## src/verilog/ssp_defs.svh

```systemverilog
// register offsets, field positions and reset values of the serial status block
// assumes byte addressing on a 32-bit classic Wishbone bus, one register per word
`ifndef SSP_DEFS_SVH
`define SSP_DEFS_SVH

// register byte addresses
`define SSP_ADDR_STATUS   8'h00
`define SSP_ADDR_CONTROL  8'h04
`define SSP_ADDR_MODE     8'h08
`define SSP_ADDR_TXHOLD   8'h0c
`define SSP_ADDR_RXHOLD   8'h10
`define SSP_ADDR_PINCTL   8'h14
`define SSP_ADDR_PINDATA  8'h18

// status bit positions
`define SSP_ST_TX_HOLDING_EMPTY  7
`define SSP_ST_RX_HOLDING_FULL  6
`define SSP_ST_OVERRUN_FLAG  5
`define SSP_ST_FER   4
`define SSP_ST_PER   3
`define SSP_ST_TX_DONE_FLAG  2
`define SSP_ST_MPB   1
`define SSP_ST_TX_MULTIPROC_BIT  0

// control bit positions
`define SSP_CT_TXEN  5
`define SSP_CT_RXEN  4
`define SSP_CT_CLOCK_SOURCE_EXTERNAL_SEL  1
`define SSP_CT_CLOCK_OUTPUT_EN  0

// mode bit positions
`define SSP_MD_CLKSYNC  7
`define SSP_MD_PAREN    5
`define SSP_MD_ODD      4
`define SSP_MD_STOP2    3
`define SSP_MD_MP       2

// pin control and pin data fields
`define SSP_PC_CLKMD_HI  3
`define SSP_PC_CLKMD_LO  2
`define SSP_PC_TXMD_HI   1
`define SSP_PC_TXMD_LO   0
`define SSP_PD_CLKDT     1
`define SSP_PD_TXDT      0

// reset values
`define SSP_STATUS_RESET   8'h84
`define SSP_CONTROL_RESET  8'h00
`define SSP_MODE_RESET     8'h00
`define SSP_HOLD_RESET     8'h00
`define SSP_PINCTL_RESET   16'h0000
`define SSP_PINDATA_RESET  2'h0

`endif

```

## src/verilog/ssp_pkg.sv

```systemverilog
// types shared by the serial status block
// assumes ssp_defs.svh supplies the numeric constants
package ssp_pkg;
   typedef logic [7:0] ssp_addr_t;
   typedef logic [7:0] ssp_byte_t;
   // pin port mode field codes
   typedef enum logic [1:0] {
      SSP_PM_OFF   = 2'b00,
      SSP_PM_DRIVE = 2'b01,
      SSP_PM_READ  = 2'b10,
      SSP_PM_RSVD  = 2'b11
   } ssp_pmode_e;
endpackage

```

## src/verilog/ssp_serial_status.sv

```systemverilog
// serial unit status flags, clock pin selection and pin port control
// assumes shift engines on clk give one-cycle event pulses and a received character
//
// Behaviour
// - internal clock output drives pin at bit rate
// - writes never set flags; clear needs prior read (a holding register write or read clears without one)
// - status is 8 bits, initialises to 84
// - transmit-end and received mp bit read-only
// - transmit-empty set and clear conditions
// - receive-full set and clear conditions
// - errors or receive disable keep holding data
// - overrun keeps old data, drops new character
// - errors halt receive, also transmit when clocked
// - framing error from first stop bit only
// - framing or parity error loads data, no full
// - parity error when ones count mismatches setting
// - receive disable keeps the error flags
// - transmit-end set on empty last bit
// - capture received mp bit, hold on disable
// - append mp transfer bit only async mp
// - clock pin port mode off, drive, read
// - transmit pin port drive for break
// - receive enable makes tx data read pin
//
// Register access over Wishbone and the placing of the registers are this design's own decisions.
`timescale 1ns/1ps
`include "ssp_defs.svh"

module ssp_serial_status (
   // clock, reset and standby
   input  wire logic               clk,
   input  wire logic               rst_n,
   input  wire logic               standby,
   // wishbone slave
   input  wire logic               wb_cyc_i,
   input  wire logic               wb_stb_i,
   input  wire logic               wb_we_i,
   input  wire ssp_pkg::ssp_addr_t wb_adr_i,
   input  wire logic [3:0]         wb_sel_i,
   input  wire logic [31:0]        wb_dat_i,
   output logic [31:0]             wb_dat_o,
   output logic                    wb_ack_o,
   // shift engine side
   input  wire logic               bitRateClk,
   input  wire logic               txLoadEvt,
   input  wire logic               txLastBitEvt,
   input  wire logic               rxDoneEvt,
   input  wire ssp_pkg::ssp_byte_t rxChar,
   input  wire logic               rxParityBit,
   input  wire logic               rxStopBit,
   input  wire logic               rxMpBit,
   output ssp_pkg::ssp_byte_t      txHoldData,
   output logic                    txHoldEmpty,
   output logic                    txMpBit,
   output logic                    txEnOut,
   output logic                    rxEnOut,
   output ssp_pkg::ssp_byte_t      modeOut,
   output logic                    rxHalt,
   output logic                    txHalt,
   output logic                    extClkEdge,
   // pins
   input  wire logic               sckPinIn,
   input  wire logic               rxPinIn,
   output logic                    sckPinOut,
   output logic                    sckPinOe,
   output logic                    txPinOut,
   output logic                    txPinOe
);
   import ssp_pkg::*;

   // state
   logic        ack_ff;
   logic [31:0] rdData_ff;
   logic        tx_holding_empty_ff, rx_holding_full_ff, overrun_flag_ff, fer_ff, per_ff, tx_done_flag_ff, mpb_ff, tx_multiproc_bit_ff;
   logic [4:0]  arm_ff;
   ssp_byte_t   ctl_ff, mode_ff, txHold_ff, rxHold_ff;
   logic [15:0] pinCtl_ff;
   logic [1:0]  pinData_ff;
   logic        sckMeta_ff, sckSync_ff, sckPrev_ff, rxMeta_ff, rxSync_ff;
   logic        sckOut_ff, sckOe_ff, txOut_ff, txOe_ff, extEdge_ff, rxHalt_ff, txHalt_ff;

   // a flag may be cleared by a status write only when armed and written 0
   function automatic logic swClear(input logic wr, input logic armed, input logic wbit);
      swClear = wr & armed & ~wbit;
   endfunction

   // bus decode
   wire        acc       = wb_cyc_i & wb_stb_i & ~ack_ff;
   wire        wr        = acc & wb_we_i;
   wire        rd        = acc & ~wb_we_i;
   wire        hitStat   = (wb_adr_i == `SSP_ADDR_STATUS);
   wire        hitCtl    = (wb_adr_i == `SSP_ADDR_CONTROL);
   wire        hitMode   = (wb_adr_i == `SSP_ADDR_MODE);
   wire        hitTx     = (wb_adr_i == `SSP_ADDR_TXHOLD);
   wire        hitRx     = (wb_adr_i == `SSP_ADDR_RXHOLD);
   wire        hitPc     = (wb_adr_i == `SSP_ADDR_PINCTL);
   wire        hitPd     = (wb_adr_i == `SSP_ADDR_PINDATA);
   wire        wrLo      = wr & wb_sel_i[0];
   wire        statWr    = wrLo & hitStat;
   wire        statRd    = rd & hitStat;
   wire        txHoldWr  = wrLo & hitTx;
   wire        rxHoldRd  = rd & hitRx;
   wire [7:0]  wd        = wb_dat_i[7:0];

   // decoded settings
   wire        init      = standby;
   wire        txEn      = ctl_ff[`SSP_CT_TXEN];
   wire        rxEn      = ctl_ff[`SSP_CT_RXEN];
   wire        clock_source_external_sel      = ctl_ff[`SSP_CT_CLOCK_SOURCE_EXTERNAL_SEL];
   wire        clock_output_en      = ctl_ff[`SSP_CT_CLOCK_OUTPUT_EN];
   wire        clocked   = mode_ff[`SSP_MD_CLKSYNC];
   wire        mpMode    = mode_ff[`SSP_MD_MP] & ~clocked;
   wire        parOn     = mode_ff[`SSP_MD_PAREN] & ~mpMode & ~clocked;
   wire        oddPar    = mode_ff[`SSP_MD_ODD];
   ssp_pmode_e pmClk, pmTx;
   assign pmClk = ssp_pmode_e'(pinCtl_ff[`SSP_PC_CLKMD_HI:`SSP_PC_CLKMD_LO]);
   assign pmTx  = ssp_pmode_e'(pinCtl_ff[`SSP_PC_TXMD_HI:`SSP_PC_TXMD_LO]);
   wire [7:0]  statusVal = {tx_holding_empty_ff, rx_holding_full_ff, overrun_flag_ff, fer_ff, per_ff,
                            tx_done_flag_ff, mpb_ff, tx_multiproc_bit_ff};

   // receive event evaluation
   // errors halt receive
   wire        errAny    = overrun_flag_ff | fer_ff | per_ff;
   wire        rxTake    = rxDoneEvt & rxEn & ~errAny;
   wire        frErr     = ~clocked & ~rxStopBit;
   wire        parErr    = parOn & ((^{rxChar, rxParityBit}) != oddPar);
   wire        overrun   = rxTake & rx_holding_full_ff;
   wire        loadRx    = rxTake & ~rx_holding_full_ff;
   wire        rdrfSet   = loadRx & ~frErr & ~parErr;

   // flag clear terms
   // armed status-write clear, or holding register write or read
   wire        txClr     = swClear(statWr, arm_ff[4], wd[`SSP_ST_TX_HOLDING_EMPTY]) | txHoldWr;
   wire        rdrfClr   = swClear(statWr, arm_ff[3], wd[`SSP_ST_RX_HOLDING_FULL]) | rxHoldRd;
   wire        orerClr   = swClear(statWr, arm_ff[2], wd[`SSP_ST_OVERRUN_FLAG]);
   wire        ferClr    = swClear(statWr, arm_ff[1], wd[`SSP_ST_FER]);
   wire        perClr    = swClear(statWr, arm_ff[0], wd[`SSP_ST_PER]);

   // next flag values, set wins over clear
   // transmit-empty flag
   wire nxt_tx_holding_empty = init | ~txEn | txLoadEvt | (tx_holding_empty_ff & ~txClr);
   wire nxt_tx_done_flag = init | ~txEn | (txLastBitEvt & tx_holding_empty_ff) | (tx_done_flag_ff & ~txClr);
   wire nxt_rx_holding_full = ~init & (rdrfSet | (rx_holding_full_ff & ~rdrfClr));
   wire nxt_overrun_flag = ~init & (overrun | (overrun_flag_ff & ~orerClr));
   wire nxt_fer  = ~init & ((loadRx & frErr) | (fer_ff & ~ferClr));
   wire nxt_per  = ~init & ((loadRx & parErr) | (per_ff & ~perClr));
   wire nxt_mpb  = ~init & ((rxTake & mpMode) ? rxMpBit : mpb_ff);
   wire nxt_tx_multiproc_bit = ~init & (statWr ? wd[`SSP_ST_TX_MULTIPROC_BIT] : tx_multiproc_bit_ff);
   // writes never set flags, read arms
   wire [4:0] nxt_arm = statRd ? statusVal[7:3] : (arm_ff & statusVal[7:3]);

   // holding and control registers
   // receive holding data only changes on load, transmit holding data on a bus write
   wire [7:0]  nxt_rxHold  = loadRx ? rxChar : rxHold_ff;
   wire [7:0]  nxt_txHold  = txHoldWr ? wd : txHold_ff;
   wire [7:0]  nxt_ctl     = init ? `SSP_CONTROL_RESET : ((wrLo & hitCtl) ? wd : ctl_ff);
   wire [7:0]  nxt_mode    = init ? `SSP_MODE_RESET : ((wrLo & hitMode) ? wd : mode_ff);
   wire [15:0] nxt_pinCtl  = {(wr & wb_sel_i[1] & hitPc) ? wb_dat_i[15:8] : pinCtl_ff[15:8],
                              (wrLo & hitPc) ? wd : pinCtl_ff[7:0]};
   wire [1:0]  nxt_pinData = (wrLo & hitPd) ? wd[1:0] : pinData_ff;

   // pin data readback
   // receive pin on tx data
   wire        pdTxRd   = rxEn ? rxSync_ff : pinData_ff[`SSP_PD_TXDT];
   wire        pdClkRd  = (pmClk == SSP_PM_READ) ? sckSync_ff : pinData_ff[`SSP_PD_CLKDT];

   // read data select, unmapped reads as zero
   wire [31:0] nxt_rdData = hitStat ? {24'h0, statusVal} :
                            hitCtl  ? {24'h0, ctl_ff} :
                            hitMode ? {24'h0, mode_ff} :
                            hitTx   ? {24'h0, txHold_ff} :
                            hitRx   ? {24'h0, rxHold_ff} :
                            hitPc   ? {16'h0, pinCtl_ff} :
                            hitPd   ? {30'h0, pdClkRd, pdTxRd} : 32'h0;

   // clock pin drive
   // port drive of clock pin
   wire pmClkDrive  = (pmClk == SSP_PM_DRIVE);
   // internal clock output at bit rate
   wire intClkOut   = ~clock_source_external_sel & (clock_output_en | clocked);
   wire nxt_sckOe   = pmClkDrive | intClkOut;
   wire nxt_sckOut  = pmClkDrive ? pinData_ff[`SSP_PD_CLKDT] : bitRateClk;
   // external clock edges counted by engines
   wire nxt_extEdge = clock_source_external_sel & sckSync_ff & ~sckPrev_ff;
   wire nxt_txOe    = (pmTx == SSP_PM_DRIVE);

   // bus handshake, one wait cycle, then one answer cycle
   always_ff @(posedge clk or negedge rst_n) begin
      if (!rst_n) begin
         ack_ff    <= 1'b0;
         rdData_ff <= 32'h0;
      end else begin
         ack_ff    <= acc;
         rdData_ff <= rd ? nxt_rdData : 32'h0;
      end
   end

   // status flags and read latches
   always_ff @(posedge clk or negedge rst_n) begin
      if (!rst_n) begin
         {tx_holding_empty_ff, rx_holding_full_ff, overrun_flag_ff, fer_ff, per_ff, tx_done_flag_ff, mpb_ff, tx_multiproc_bit_ff}
            <= `SSP_STATUS_RESET;
         arm_ff <= 5'h0;
      end else begin
         {tx_holding_empty_ff, rx_holding_full_ff, overrun_flag_ff, fer_ff, per_ff, tx_done_flag_ff, mpb_ff, tx_multiproc_bit_ff}
            <= {nxt_tx_holding_empty, nxt_rx_holding_full, nxt_overrun_flag, nxt_fer, nxt_per, nxt_tx_done_flag, nxt_mpb, nxt_tx_multiproc_bit};
         arm_ff <= nxt_arm;
      end
   end

   // data, control and pin port registers
   always_ff @(posedge clk or negedge rst_n) begin
      if (!rst_n) begin
         ctl_ff     <= `SSP_CONTROL_RESET;
         mode_ff    <= `SSP_MODE_RESET;
         txHold_ff  <= `SSP_HOLD_RESET;
         rxHold_ff  <= `SSP_HOLD_RESET;
         pinCtl_ff  <= `SSP_PINCTL_RESET;
         pinData_ff <= `SSP_PINDATA_RESET;
      end else begin
         ctl_ff     <= nxt_ctl;
         mode_ff    <= nxt_mode;
         txHold_ff  <= nxt_txHold;
         rxHold_ff  <= nxt_rxHold;
         pinCtl_ff  <= nxt_pinCtl;
         pinData_ff <= nxt_pinData;
      end
   end

   // pin synchronisers, edge finder and registered pin drives
   always_ff @(posedge clk or negedge rst_n) begin
      if (!rst_n) begin
         {sckMeta_ff, sckSync_ff, sckPrev_ff, rxMeta_ff, rxSync_ff} <= 5'h0;
         {sckOut_ff, sckOe_ff, txOut_ff, txOe_ff, extEdge_ff}       <= 5'h0;
         {rxHalt_ff, txHalt_ff}                                     <= 2'h0;
         txMpBit <= 1'b0;
      end else begin
         {sckMeta_ff, sckSync_ff, sckPrev_ff} <= {sckPinIn, sckMeta_ff, sckSync_ff};
         {rxMeta_ff, rxSync_ff}               <= {rxPinIn, rxMeta_ff};
         {sckOut_ff, sckOe_ff, extEdge_ff}    <= {nxt_sckOut, nxt_sckOe, nxt_extEdge};
         {txOut_ff, txOe_ff}                  <= {pinData_ff[`SSP_PD_TXDT], nxt_txOe};
         {rxHalt_ff, txHalt_ff}               <= {errAny, errAny & clocked};
         txMpBit                              <= mpMode & tx_multiproc_bit_ff;
      end
   end

   // outputs straight from flops
   assign wb_ack_o    = ack_ff;
   assign wb_dat_o    = rdData_ff;
   assign txHoldData  = txHold_ff;
   assign txHoldEmpty = tx_holding_empty_ff;
   assign txEnOut     = txEn;
   assign rxEnOut     = rxEn;
   assign modeOut     = mode_ff;
   assign rxHalt      = rxHalt_ff;
   assign txHalt      = txHalt_ff;
   assign extClkEdge  = extEdge_ff;
   assign sckPinOut   = sckOut_ff;
   assign sckPinOe    = sckOe_ff;
   assign txPinOut    = txOut_ff;
   assign txPinOe     = txOe_ff;

   // checks on the flag and clock pin behaviour
   property p_noWriteSet;
      @(posedge clk) disable iff (!rst_n)
      statWr && !rx_holding_full_ff && !rdrfSet |=> !rx_holding_full_ff;
   endproperty
   a_noWriteSet: assert property (p_noWriteSet) else $error("write set receive-full");

   property p_initValue;
      @(posedge clk) disable iff (!rst_n)
      standby |=> (statusVal == `SSP_STATUS_RESET) && (ctl_ff == `SSP_CONTROL_RESET);
   endproperty
   a_initValue: assert property (p_initValue) else $error("status not initialised");

   property p_tendReadOnly;
      @(posedge clk) disable iff (!rst_n)
      statWr && txEn && !txLastBitEvt && !standby && !txClr && !rxTake
         |=> $stable(tx_done_flag_ff) && $stable(mpb_ff);
   endproperty
   a_tendReadOnly: assert property (p_tendReadOnly) else $error("read-only bit written");

   property p_txEmptyOnDisable;
      @(posedge clk) disable iff (!rst_n)
      !txEn |=> tx_holding_empty_ff && tx_done_flag_ff;
   endproperty
   a_txEmptyOnDisable: assert property (p_txEmptyOnDisable) else $error("tx flags not set");

   property p_rdrfReadClear;
      @(posedge clk) disable iff (!rst_n)
      rxHoldRd && !rdrfSet ##1 wb_ack_o |-> !rx_holding_full_ff && wb_dat_o[7:0] == $past(rxHold_ff);
   endproperty
   a_rdrfReadClear: assert property (p_rdrfReadClear) else $error("read did not clear full");

   property p_overrunKeeps;
      @(posedge clk) disable iff (!rst_n)
      overrun && !standby && !rdrfClr
         |=> overrun_flag_ff && rx_holding_full_ff && (rxHold_ff == $past(rxHold_ff)) ##1 rxHalt;
   endproperty
   a_overrunKeeps: assert property (p_overrunKeeps) else $error("overrun lost old data");

   property p_frameLoad;
      @(posedge clk) disable iff (!rst_n)
      loadRx && frErr && !standby |=> fer_ff && !rx_holding_full_ff && rxHold_ff == $past(rxChar);
   endproperty
   a_frameLoad: assert property (p_frameLoad) else $error("framing error handling wrong");

   property p_unarmedKeep;
      @(posedge clk) disable iff (!rst_n)
      statWr && !arm_ff[2] && !standby |=> overrun_flag_ff == $past(overrun_flag_ff) || overrun_flag_ff;
   endproperty
   a_unarmedKeep: assert property (p_unarmedKeep) else $error("unarmed clear of overrun");

   property p_clkPortDrive;
      @(posedge clk) disable iff (!rst_n)
      pmClkDrive |=> sckPinOe && sckPinOut == $past(pinData_ff[`SSP_PD_CLKDT]);
   endproperty
   a_clkPortDrive: assert property (p_clkPortDrive) else $error("clock pin port drive wrong");

   property p_errHold;
      @(posedge clk) disable iff (!rst_n)
      fer_ff && !standby && !ferClr |=> fer_ff;
   endproperty
   a_errHold: assert property (p_errHold) else $error("framing flag lost");
endmodule

```

## config.mk

```make
export PLATFORM = sky130hd
export DESIGN_NAME = ssp_serial_status
export DESIGN_NICKNAME = d
export VERILOG_FILES = /design/src/verilog/ssp_pkg.sv /design/src/verilog/ssp_serial_status.sv
export VERILOG_INCLUDE_DIRS = /design/src /design/src/verilog
export SDC_FILE = /design/constraint.sdc
export NUM_CORES = 1
export LEC_CHECK = 0
export BUFFER_PORTS_ARGS = -buffer_cell sky130_fd_sc_hd__buf_4
export CORE_AREA = 2 2 91 93
export CTS_CLUSTER_SIZE = 10
export DETAILED_ROUTE_END_ITERATION = 8
export DIE_AREA = 0 0 93 95
export HOLD_SLACK_MARGIN = 0.05
export PLACE_DENSITY_LB_ADDON = 0.15
export RECOVER_POWER = 25
export SLEW_MARGIN = 20
export SYNTH_ARGS = -nofsm -noshare
export SYNTH_HDL_FRONTEND = slang
export SYNTH_SLANG_ARGS = --single-unit
```

## constraint.sdc

```tcl
create_clock -name clk -period 4.2 [get_ports clk]
set_input_delay 0.42 -clock clk [delete_from_list [all_inputs] [get_ports clk]]
set_output_delay 0.42 -clock clk [all_outputs]
set_load 0.005 [all_outputs]
```

# Word-level counts from Yosys, hierarchy flattened
# Cells that the tools add are included.
[word_totals]
mem_bits_rw = 0
mem_bits_ro = 0
n_memories = 0
reg_bits = 93
wordCells = 159
latchBits = 0
inputBits = 67
[op_classes]
div = 0
n_mux = 18
n_shift = 0
n_mul = 0
n_eq_ne = 10
n_bitwise = 96
order_cmp = 0
n_addsub = 0
reduce_logical = 4
[ops]
columns = ["cell", "n"]
rows = [
  ["$mux 16", 7],
  ["$and 1x1->1", 57],
  ["$mux 8", 4],
  ["$eq 8x5->1 const B", 3],
  ["$not 1->1", 23],
  ["$eq 8x4->1 const B", 2],
  ["$or 1x1->1", 15],
  ["$reduce_xor 9->1", 1],
  ["$eq 8x3->1 const B", 1],
  ["$logic_not 8->1", 1],
  ["$and 5x5->5", 1],
  ["$mux 1", 5],
  ["$mux 5", 1],
  ["$eq 2x1->1 const B", 2],
  ["$reduce_bool 2->1", 2],
  ["$eq 2x2->1 const B", 1],
  ["$mux 2", 1],
  ["$ne 1x1->1", 1],
]

# Depth between registers and ports, before layout
# Gate-level depths: netlist of the first run.
[depth]
ltp_word = 12
ltp_mapped = 9

# Worst setup path after synthesis of the first run
# OpenSTA, ideal clock, no wires.
[synth_path]
path_type = "input to register"
startpoint = "in wb_adr_i[3]"
endpoint = "reg pinCtl_ff[0]"
path_stages = 7
setup_ns = 0.125
path_buffers = 2
arrival_ns = 2.128
slack_ns = 1.947
path_cell_list = "buf_2 nor3_1 and2_1 buf_4 nand2_1 nor2_2 mux2_2"
[synth_between]
elab_chain_len = 2
[synth_lines]
columns = ["item", "line_no", "text"]
rows = [
  ["start, declared", "ssp_serial_status.sv:38", "input wire ssp_pkg::ssp_addr_t wb_adr_i,"],
  ["$eq 8x5->1 (no source line)", "--", ""],
  ["$and 1x1->1", "ssp_serial_status.sv:159", "(wrLo & hitPc) ? wd : pinCtl_ff[7:0]};"],
  ["end signal, assigned", "ssp_serial_status.sv:218", "pinCtl_ff <= `SSP_PINCTL_RESET;"],
  ["end signal, assigned", "ssp_serial_status.sv:225", "pinCtl_ff <= nxt_pinCtl;"],
  ["end, declared", "ssp_serial_status.sv:77", "logic [15:0] pinCtl_ff;"],
]
# No other way between the ends.
# A chain may end at the register's enable or synchronous reset.

# Worst setup path in the final report of the first run
[layout_path]
startpoint = "in wb_adr_i[3]"
endpoint = "reg pinCtl_ff[7]"
# The elaborated chain is that of the path after synthesis.

==> results of run 1 <==
metal layers:
| layer | part of all wire (%) | routed length [um] | vias to the layer above | track usage [%] |
|---|---|---|---|---|
| li1 | - | - | 1456 | - |
| met1 | 43 | 4344 | 1569 | 32.98 |
| met2 | 48 | 4773 | 127 | 36.84 |
| met3 | 6.6 | 664 | 18 | 3.352 |
| met4 | 2.6 | 259 | 0 | 9.559 |
| met5 | 0 | 0 | - | 0 |
layout make-up:
class / instances / area share (%)
clock buffer: 10 / 2.688
clock inverter: 6 / 1.051
inverter: 5 / 0.3665
multi-input combinational: 262 / 34.20
sequential: 93 / 45.49
tap: 105 / 2.565
timing repair buffer: 93 / 13.63
cell usage in the layout (no fill, tap or decap), drive strengths merged, types with 6 or more instances in the layout:
| cell | n |
|---|---|
| nand2 | 34 |
| nor3 | 7 |
| nor2b | 9 |
| mux2i | 13 |
| clkbuf | 12 |
| mux2 | 36 |
| buf | 91 |
| a21oi | 26 |
| dfrtp | 91 |
| o21ai | 13 |
| conb | 16 |
| nor2 | 28 |
| and2 | 9 |
| a22o | 6 |
| inv | 8 |
| xnor2 | 8 |
| nand2b | 9 |
sequential cells by signal (all words and copies together) (netlist names), 2 cells and up:
name	flops
wb_dat_o	16
rxHold_ff	8
pinData_ff	2
arm_ff	5
pinCtl_ff	16
modeOut	8
txHoldData	8
ctl_ff	8
worst min-delay path by stage:
stage	from	slack [ns]	end
2_1_floorplan	rst_n	0.12	arm_ff[0]
3_3_place_gp	rxMeta_ff	0.34	rxSync_ff
3_5_place_dp	rxMeta_ff	0.33	rxSync_ff
4_1_cts	rst_n	0.14	rxHold_ff[5]
5_1_grt	rst_n	0.17	pinCtl_ff[5]
6_report	rst_n	0.11	rxHold_ff[5]
critical path, stage by stage:
cell and delay, ns:
buf_4 0.16, nor3_1 0.73, and2_1 0.50, nand2_1 0.15
nor2_2 0.47, mux2_2 0.40
power by group:
group          switching, mW  leakage [nW]  total [mW]  internal, mW
registers            0.00274          1.28       0.903         0.900
clock network          0.335        0.0954       0.577         0.242
logic                 0.0674          1.07       0.120        0.0523
total                  0.405          2.44        1.60          1.19
per-stage QoR:
stage / hold slack, ns / power, mW
4_1_cts: 0.1424 / 1.610
2_1_floorplan: 0.1244 / 0.9790
3_5_place_dp: 0.3347 / 1.040
5_1_grt: 0.1678 / 1.663
6_report: 0.1058 / 1.600
3_3_place_gp: 0.3350 / 1.039
logic make-up after synthesis:
kind of cell              after synthesis  synth area share [%]
AOI/OAI and AO/OA                      65                 9.787
and+or+nand+nor                       123                 15.55
xor gates and xnor gates                9                 1.863
buffers and inverters                  36                 4.997
DFF                                    93                 55.06
other                                   1               0.08862
muxes                                  49                 12.66
==> results.yml, run 1 <==
layout:
  seq_area_um2: 2330
  syn_to_final_growth_pct: 21.02
  drive_above_1_share_pct: 33.26
  fin_util_pct: 64.60
  multi_input_area_um2: 1752
  stdcell_count: 574
  fin_nets: 531
  stdcell_area_um2: 5121
  nFillCells: 652
  n_antenna_cell: 0
place:
  gp_congestion: 0.8472
  dpl_cell_area_um2: 4925
  io_buffers: 92
  dp_cells: 558
  dpl.hpwl_um: 7253
  post-place-ws_ns: 1.372
timing:
  fin_tns_setup_ns: 0
  fmax_ghz: 0.3867
  period_share_pct: 61.57
  max_slew.worst_pin.slew_ns: 1.029
  fin_worst_skew_ns: 0.01035
  setup_slack_ns: 1.614
  hold_viol_final: 0
  setup_viol: 0
  slew_viol_final: 0
  rsz0062_at_grt: "false"
  fin_crit_ns: 2.586
  max_slew_margin_pct: 31.06
setup_path:
  worstPathArrival_ns: 2.83
  startpoint: "wb_adr_i[3]"
  r2r_end: "tx_done_flag_ff"
  crit_fanout: 10
  cp-end-kind: "register"
  worstPathRequired_ns: 4.44
  r2r_setup_slack_ns: 1.79
  reg2reg_from: "wb_ack_o"
  cp-start-kind: "input pin"
  cp-endpoint: "pinCtl_ff[7]"
  critPathKind: "input pin to register"
  r2r_cells: 5
clocking:
  cts_root_buf: "clkbuf_8"
  tritoncts: "built"
  postCtsSetupRepairBufs: 0
  clkLatencyLatePin_ns: 0.36
  numCtsBuffers: 9
  cts_sinks: 93
  hold_buffers: 0
  htreeDepth: 3
  clk_pin_slew_ns: 0.10
  cts_resized: 0
  clockBufferDepth: 2
synthesis:
  synthArstFlopShare_pct: 100.0
  synth_warnings: 0
  synthFlopType: "dfrtp_1"
  synth-seq-area-share_pct: 55.06
  synth-seq-cells: 93
  ys_top_cells_by_area: "dfrtp_1, mux2_2, a21oi_1"
  synth_cells: 376
  syn_area_per_cell_um2: 11.25
  netlist_area_um2: 4232
  synth_edf_count: 0
  yosysMostFrequentCell: "dfrtp_1"
  synth.top_cells.by_count: "dfrtp_1, mux2_2, nand2_1"
  yosys.area.top_type: "dfrtp_1"
  yosysTopAreaCellShare_pct: 53.81
  ys_types: 51
route:
  antenna_left: 0
  firstDrtPassIters: 5
  drtIter0Drc: 266
  via_per_inst: 5.523
  post-route-drc-count: 0
  routedWlPerCell_um: 17.49
  drt_wl_total_um: 10040
  via_count: 3170
floorplan:
  row_count: 33
  start_util_pct: 53.38
  die_h_um: 95
  die_area_um2: 8835
  num_io_pins: 127
  die_x_um: 93
  core_um2: 7928
outcome:
  status: "completed"
grt:
  antenna_found_initial: 0
  grt_pass1_wl_um: 15630
  grt_max_degree: 61
  grt_pass1_vias: 3007
  grt.total_usage_pct: 23.42
  overflow: 0
power:
  leakagePower_nw: 2.442
  power_density_nw_per_um2: 312.4
  peakVddDrop_uv: 353.3
flow_run:
  cap_violations: 0
min_path:
  min_path_type: "input pin to async pin"
Power figures use the tool's default switching activity.
==> run 2: changes to the inputs <==
- CORE_AREA: 2 2 91 93 -> 2 2 99 101
- DIE_AREA: 0 0 93 95 -> 0 0 101 103
- clock period: 4.2 -> 2.2 ns (I/O delays scaled with it)
==> run 2 against run 1 <==
Power rose by 96%. Design area rose by 4.6%. Clock skew rose by 0.00061 ns. Critical path depth fell by 1. Clock-buffer cell count did not move. Sequential share of layout area fell by 2.0 points. Wire length rose by 8.9%. Critical path type is now register to register. Largest power group unchanged. Highest routed layer unchanged.
==> results.yml, run 2 (synthesis gave the netlist of run 1 again) <==
route:
  drt_wl_total_um: 10940
  firstDrtPassIters: 5
  via_count: 3234
  via_per_inst: 5.302
  drtIter0Drc: 201
  routedWlPerCell_um: 17.93
  antenna_left: 0
  post-route-drc-count: 0
setup_path:
  worstPathArrival_ns: 2.26
  critPathKind: "register to register"
  critPathTopFamily: "simple AND/OR/NAND/NOR gates"
  cp_num_buf_inv: 1
  crit_fanout: 6
  cp_slowest_stage_delay_ns: 0.46
  r2r_setup_slack_ns: 0.19
  cp_cell_sequence: "and3b_1 -> nand3_2 -> nor3_2 -> buf_4 -> mux2_2"
  cp_slowest_cell: "nor3_2"
  cp-start-kind: "register"
  worstPathRequired_ns: 2.45
  cp-end-kind: "register"
floorplan:
  die_h_um: 103
  num_io_pins: 127
  die_x_um: 101
  core_um2: 9459
  start_util_pct: 44.74
  die_area_um2: 10400
  row_count: 36
power:
  seqPwrFrac_pct: 55.1
  power_frac_clock_pct: 36.9
  peakVddDrop_uv: 283.2
  leakagePower_nw: 2.583
  power_frac_comb_pct: 8.0
  swShare_pct: 24.24
  power_density_nw_per_um2: 584.1
  p_sw_uw: 758.6
  power.internal_mw: 2.371
flow_run:
  cap_violations: 0
clocking:
  clockBufferDepth: 2
  clk_pin_slew_ns: 0.10
  clkLatencyLatePin_ns: 0.36
  htreeDepth: 3
  cts_sinks: 93
  tritoncts: "built"
  postCtsSetupRepairBufs: 0
  numCtsBuffers: 9
  cts_root_buf: "clkbuf_8"
timing:
  fin_tns_setup_ns: 0
  fin_worst_skew_ns: 0.01097
  period_share_pct: 91.30
  max_slew_margin_pct: 35.43
  slew_viol_final: 0
  max_slew.worst_pin.slew_ns: 0.9685
  setup_viol: 0
  fin_crit_ns: 2.009
  setup_slack_ns: 0.1913
  rsz0062_at_grt: "false"
  hold_viol_final: 0
  fmax_ghz: 0.4978
min_path:
  min_path_type: "input pin to register"
layout:
  seq_area_um2: 2330
  layout_common_cells: "buf_4, dfrtp_1, mux2_2"
  fin_nets: 558
  nFillCells: 850
  layout_commonest_cell: "buf_4"
  multi_input_area_um2: 1747
  drive_above_1_share_pct: 35.69
  syn_to_final_growth_pct: 26.61
  n_antenna_cell: 0
grt:
  grt_pass1_vias: 3164
  overflow: 0
  grt_max_degree: 38
  grt.total_usage_pct: 21.70
  antenna_found_initial: 0
  grt_pass1_wl_um: 16790
place:
  io_buffers: 92
  post-place-ws_ns: 0.05444
  gp_congestion: 0.8484
  dpl.hpwl_um: 8048
outcome:
  status: "completed"
## run 2: power by group through the flow
stage | clock [mW] | combinational [mW] | sequential (mW)
after CTS | 1.18 | 0.256 | 1.72
after detailed placement | 0 | 0.248 | 1.76
after floorplan | 0 | 0.112 | 1.76
after global placement | 0 | 0.242 | 1.76
after global routing | 1.26 | 0.275 | 1.73
final | 1.15 | 0.251 | 1.72
## run 2: final cells by class
| cell class | count | area share, % |
|---|---|---|
| timing repair buffer | 120 | 17.19 |
| sequential | 93 | 43.48 |
| multi-input combinational | 262 | 32.60 |
| inverter | 5 | 0.3503 |
| clock buffer | 10 | 2.382 |
| clock inverter | 6 | 1.331 |
| tap | 114 | 2.662 |
## run 2: final timing paths
path | depth (start not counted) | end | start
worst max-delay path | 5 | txHoldData[2] | wb_ack_o
worst min-delay path | 2 | pinCtl_ff[11] | wb_dat_i[11]
worst max register to register | 5 | txHoldData[2] | wb_ack_o
worst min register to register | 0 | sckSync_ff | sckMeta_ff
max in group asynchronous | 3 | modeOut[1] | rst_n
min in group asynchronous | 2 | rxHold_ff[6] | rst_n
## run 2: stage by stage
| step | hold slack, ns | total power, mW | utilization (%) | cell area (um2) | cells |
|---|---|---|---|---|---|
| 3_5_place_dp | 0.2195 | 2.006 | 54.14 | 5121 | 590 |
| 2_1_floorplan | -0.07559 | 1.869 | - | 4288 | 391 |
| 3_3_place_gp | 0.2119 | 2.000 | 54.14 | 5121 | 590 |
| 4_1_cts | 0.07096 | 3.162 | 56.67 | 5360 | 610 |
| 6_report | 0.08859 | 3.129 | 56.64 | 5358 | 610 |
| 5_1_grt | 0.06864 | 3.257 | 56.64 | 5358 | 610 |
## run 2: routing by layer
metal	global-route usage [%]	vias up	routed length, um
met1	30.05	1606	4931
li1	-	1505	-
met4	9.252	0	237
met5	0	-	0
met2	34.46	103	5265
met3	3.119	20	504
## run 2: worst reg2reg max path: stages, from the launching register on
cell,delay (ns)
dfrtp_1,0.39
and3b_1,0.29
nand3_2,0.19
nor3_2,0.46
buf_4,0.24
mux2_2,0.33
## run 2: repair_timing
| item | CTS | global route |
|---|---|---|
| endpoints found under the setup margin | 0 | 0 |
| hold buffers | 4 | 0 |
| hold endpoints to repair | 36 | 0 |
| gates resized for setup | 0 | 0 |
==> run 3: changes to the inputs <==
- ABC_AREA: default -> 1
- CORE_AREA: 2 2 99 101 -> 2 2 100 102
- DIE_AREA: 0 0 101 103 -> 0 0 102 104
==> run 3 against run 2 <==
Largest power group unchanged. Sequential share of layout area rose by 0.22 points. Critical path type unchanged. Highest routed layer unchanged. Hold slack worse by 0.031 ns. Clock skew is 0.0040 ns lower. Combinational power is 44% higher.
==> results.yml, run 3 <==
timing:
  max_slew.worst_pin.slew_ns: 1.111
  slew_viol_final: 0
  max_slew_margin_pct: 25.93
  hold_viol_final: 0
  fin_tns_setup_ns: 0
  fin_crit_ns: 1.594
  setup_viol: 0
  fin_worst_skew_ns: 0.006948
  rsz0062_at_grt: "false"
  fmax_ghz: 0.6272
  period_share_pct: 72.48
grt:
  antenna_found_initial: 0
  grt.total_usage_pct: 20.16
  grt_max_degree: 52
  grt_pass1_vias: 3311
  grt_pass1_wl_um: 16420
  overflow: 0
setup_path:
  r2r_setup_slack_ns: 0.61
  crit_fanout: 7
  cp-start-kind: "register"
  reg2reg_from: "wb_ack_o"
  cp_num_buf_inv: 0
  r2r_end: "wb_dat_o[5]"
  cp_slowest_cell: "dfrtp_1"
  cp_cell_sequence: "nor3_4 -> nand2_4 -> nor2_2 -> o21ai_0 -> a31oi_1 -> nand2_1 -> nand2_1"
  critPathKind: "register to register"
  worstPathArrival_ns: 1.90
  cp_slowest_stage_delay_ns: 0.42
  r2r_cells: 7
  cpMostUsedCell: "nand2_1"
  worstPathRequired_ns: 2.51
  cp-end-kind: "register"
  critPathTopFamily: "simple AND/OR/NAND/NOR gates"
power:
  power_frac_clock_pct: 34.9
  p_sw_uw: 866.3
  power_frac_comb_pct: 10.7
  power_density_nw_per_um2: 637.1
  power.internal_mw: 2.529
  leakagePower_nw: 2.766
  swShare_pct: 25.51
  peakVddDrop_uv: 270.0
  seqPwrFrac_pct: 54.4
synthesis:
  synth_edf_count: 0
  ys_top_cells_by_area: "dfrtp_1, nand2_1, inv_1"
  netlist_area_um2: 4354
  synthArstFlopShare_pct: 100.0
  synthFlopType: "dfrtp_1"
  yosys.area.top_type: "dfrtp_1"
  synth-seq-cells: 93
  synth_cells: 489
  synth.top_cells.by_count: "nand2_1, dfrtp_1, inv_1"
  ys_types: 38
  syn_area_per_cell_um2: 8.904
  yosysMostFrequentCell: "nand2_1"
  synth_warnings: 0
  yosysTopAreaCellShare_pct: 52.30
  synth-seq-area-share_pct: 53.51
route:
  drt_wl_total_um: 10190
  drtIter0Drc: 177
  routedWlPerCell_um: 14.08
  post-route-drc-count: 0
  via_count: 3481
  antenna_left: 0
  firstDrtPassIters: 4
  via_per_inst: 4.808
place:
  gp_congestion: 0.8662
  dpl_cell_area_um2: 5092
  io_buffers: 92
  dp_cells: 705
  dpl.hpwl_um: 7679
layout:
  stdcell_area_um2: 5330
  fin_nets: 653
  layout_common_cells: "nand2_1, dfrtp_1, buf_4"
  fin_util_pct: 55.82
  n_antenna_cell: 0
  stdcell_count: 724
  syn_to_final_growth_pct: 22.41
  layout_commonest_cell: "nand2_1"
  drive_above_1_share_pct: 24.20
  nFillCells: 922
clocking:
  postCtsSetupRepairBufs: 0
  numCtsBuffers: 9
  htreeDepth: 3
  clockBufferDepth: 2
  tritoncts: "built"
  cts_sinks: 93
  cts_root_buf: "clkbuf_8"
  clkLatencyLatePin_ns: 0.37
  clk_pin_slew_ns: 0.09
min_path:
  min_path_type: "input pin to register"
  hold_start: "txLoadEvt"
  worstHoldEndpoint: "txHoldEmpty"
  hold_depth: 2
flow_run:
  cap_violations: 0
floorplan:
  start_util_pct: 45.60
  num_io_pins: 127
  die_h_um: 104
  die_area_um2: 10610
  row_count: 36
  core_um2: 9549
  die_x_um: 102
outcome:
  status: "completed"
run 3: power by group through the flow:
stage          registers (mW)  clock network [mW]  logic (mW)
3_5_place_dp             1.88                   0       0.364
3_3_place_gp             1.88                   0       0.356
5_1_grt                  1.86                1.28       0.413
4_1_cts                  1.85                1.21       0.369
2_1_floorplan            1.86                   0       0.195
6_report                 1.85                1.18       0.362
run 3: per-layer routing:
| layer | wire (um) | track usage [%] | vias up |
|---|---|---|---|
| met2 | 4880 | 31.91 | 118 |
| met5 | 0 | 0 | - |
| li1 | - | - | 1731 |
| met4 | 146 | 6.381 | 0 |
| met3 | 674 | 4.772 | 12 |
| met1 | 4491 | 27.34 | 1620 |
run 3: cells by family after synthesis:
logic type	count (synthesis)	synth area share, %
buf+inv	85	9.943
simple gates	219	24.05
xor+xnor	5	1.006
flops	93	53.51
compound gates	85	11.15
other cells	1	0.08612
mux	1	0.2586
run 3: how the worst max path moves through the flow:
stage,startpoint,endpoint,cells past startpoint
3_5_place_dp,wb_adr_i[6],pinCtl_ff[9],7
4_1_cts,wb_ack_o,wb_dat_o[5],7
6_report,wb_ack_o,wb_dat_o[5],7
5_1_grt,wb_ack_o,wb_dat_o[5],7
2_1_floorplan,wb_ack_o,ctl_ff[5],7
3_3_place_gp,wb_adr_i[1],per_ff,9
run 3: final cells by class:
cell class,count,area (um2),area share [%]
Clock inverter,5,58.81,1.103
Timing Repair Buffer,98,753.2,14.13
Multi-Input combinational cell,326,1648,30.92
Inverter,58,222.7,4.178
Tap cell,133,166.4,3.122
Sequential cell,93,2330,43.71
Clock buffer,11,151.4,2.840
run 3: repair_timing:
action | CTS | global route
hold buffers | 3 | 0
hold endpoints to repair | 44 | 0
gates resized for setup | 0 | 0
setup endpoints to repair | 0 | 0
run 3: per-stage QoR:
| stage | worst slack [ns] | hold slack, ns | power, mW |
|---|---|---|---|
| after detailed placement | 0.4995 | 0.2533 | 2.244 |
| after CTS | 0.5916 | 0.05421 | 3.429 |
| final | 0.6055 | 0.05801 | 3.396 |
| after global placement | 0.5407 | 0.2434 | 2.237 |
| after floorplan | 0.7399 | -0.07559 | 2.055 |
| after global routing | 0.4103 | 0.05886 | 3.552 |
run 3: worst register-to-register path, delay by kind of cell, from the launching register on:
family	cells	cell delay, ns
DFF	1	0.42
AOI/OAI and AO/OA	2	0.26
and+or+nand+nor	5	0.86
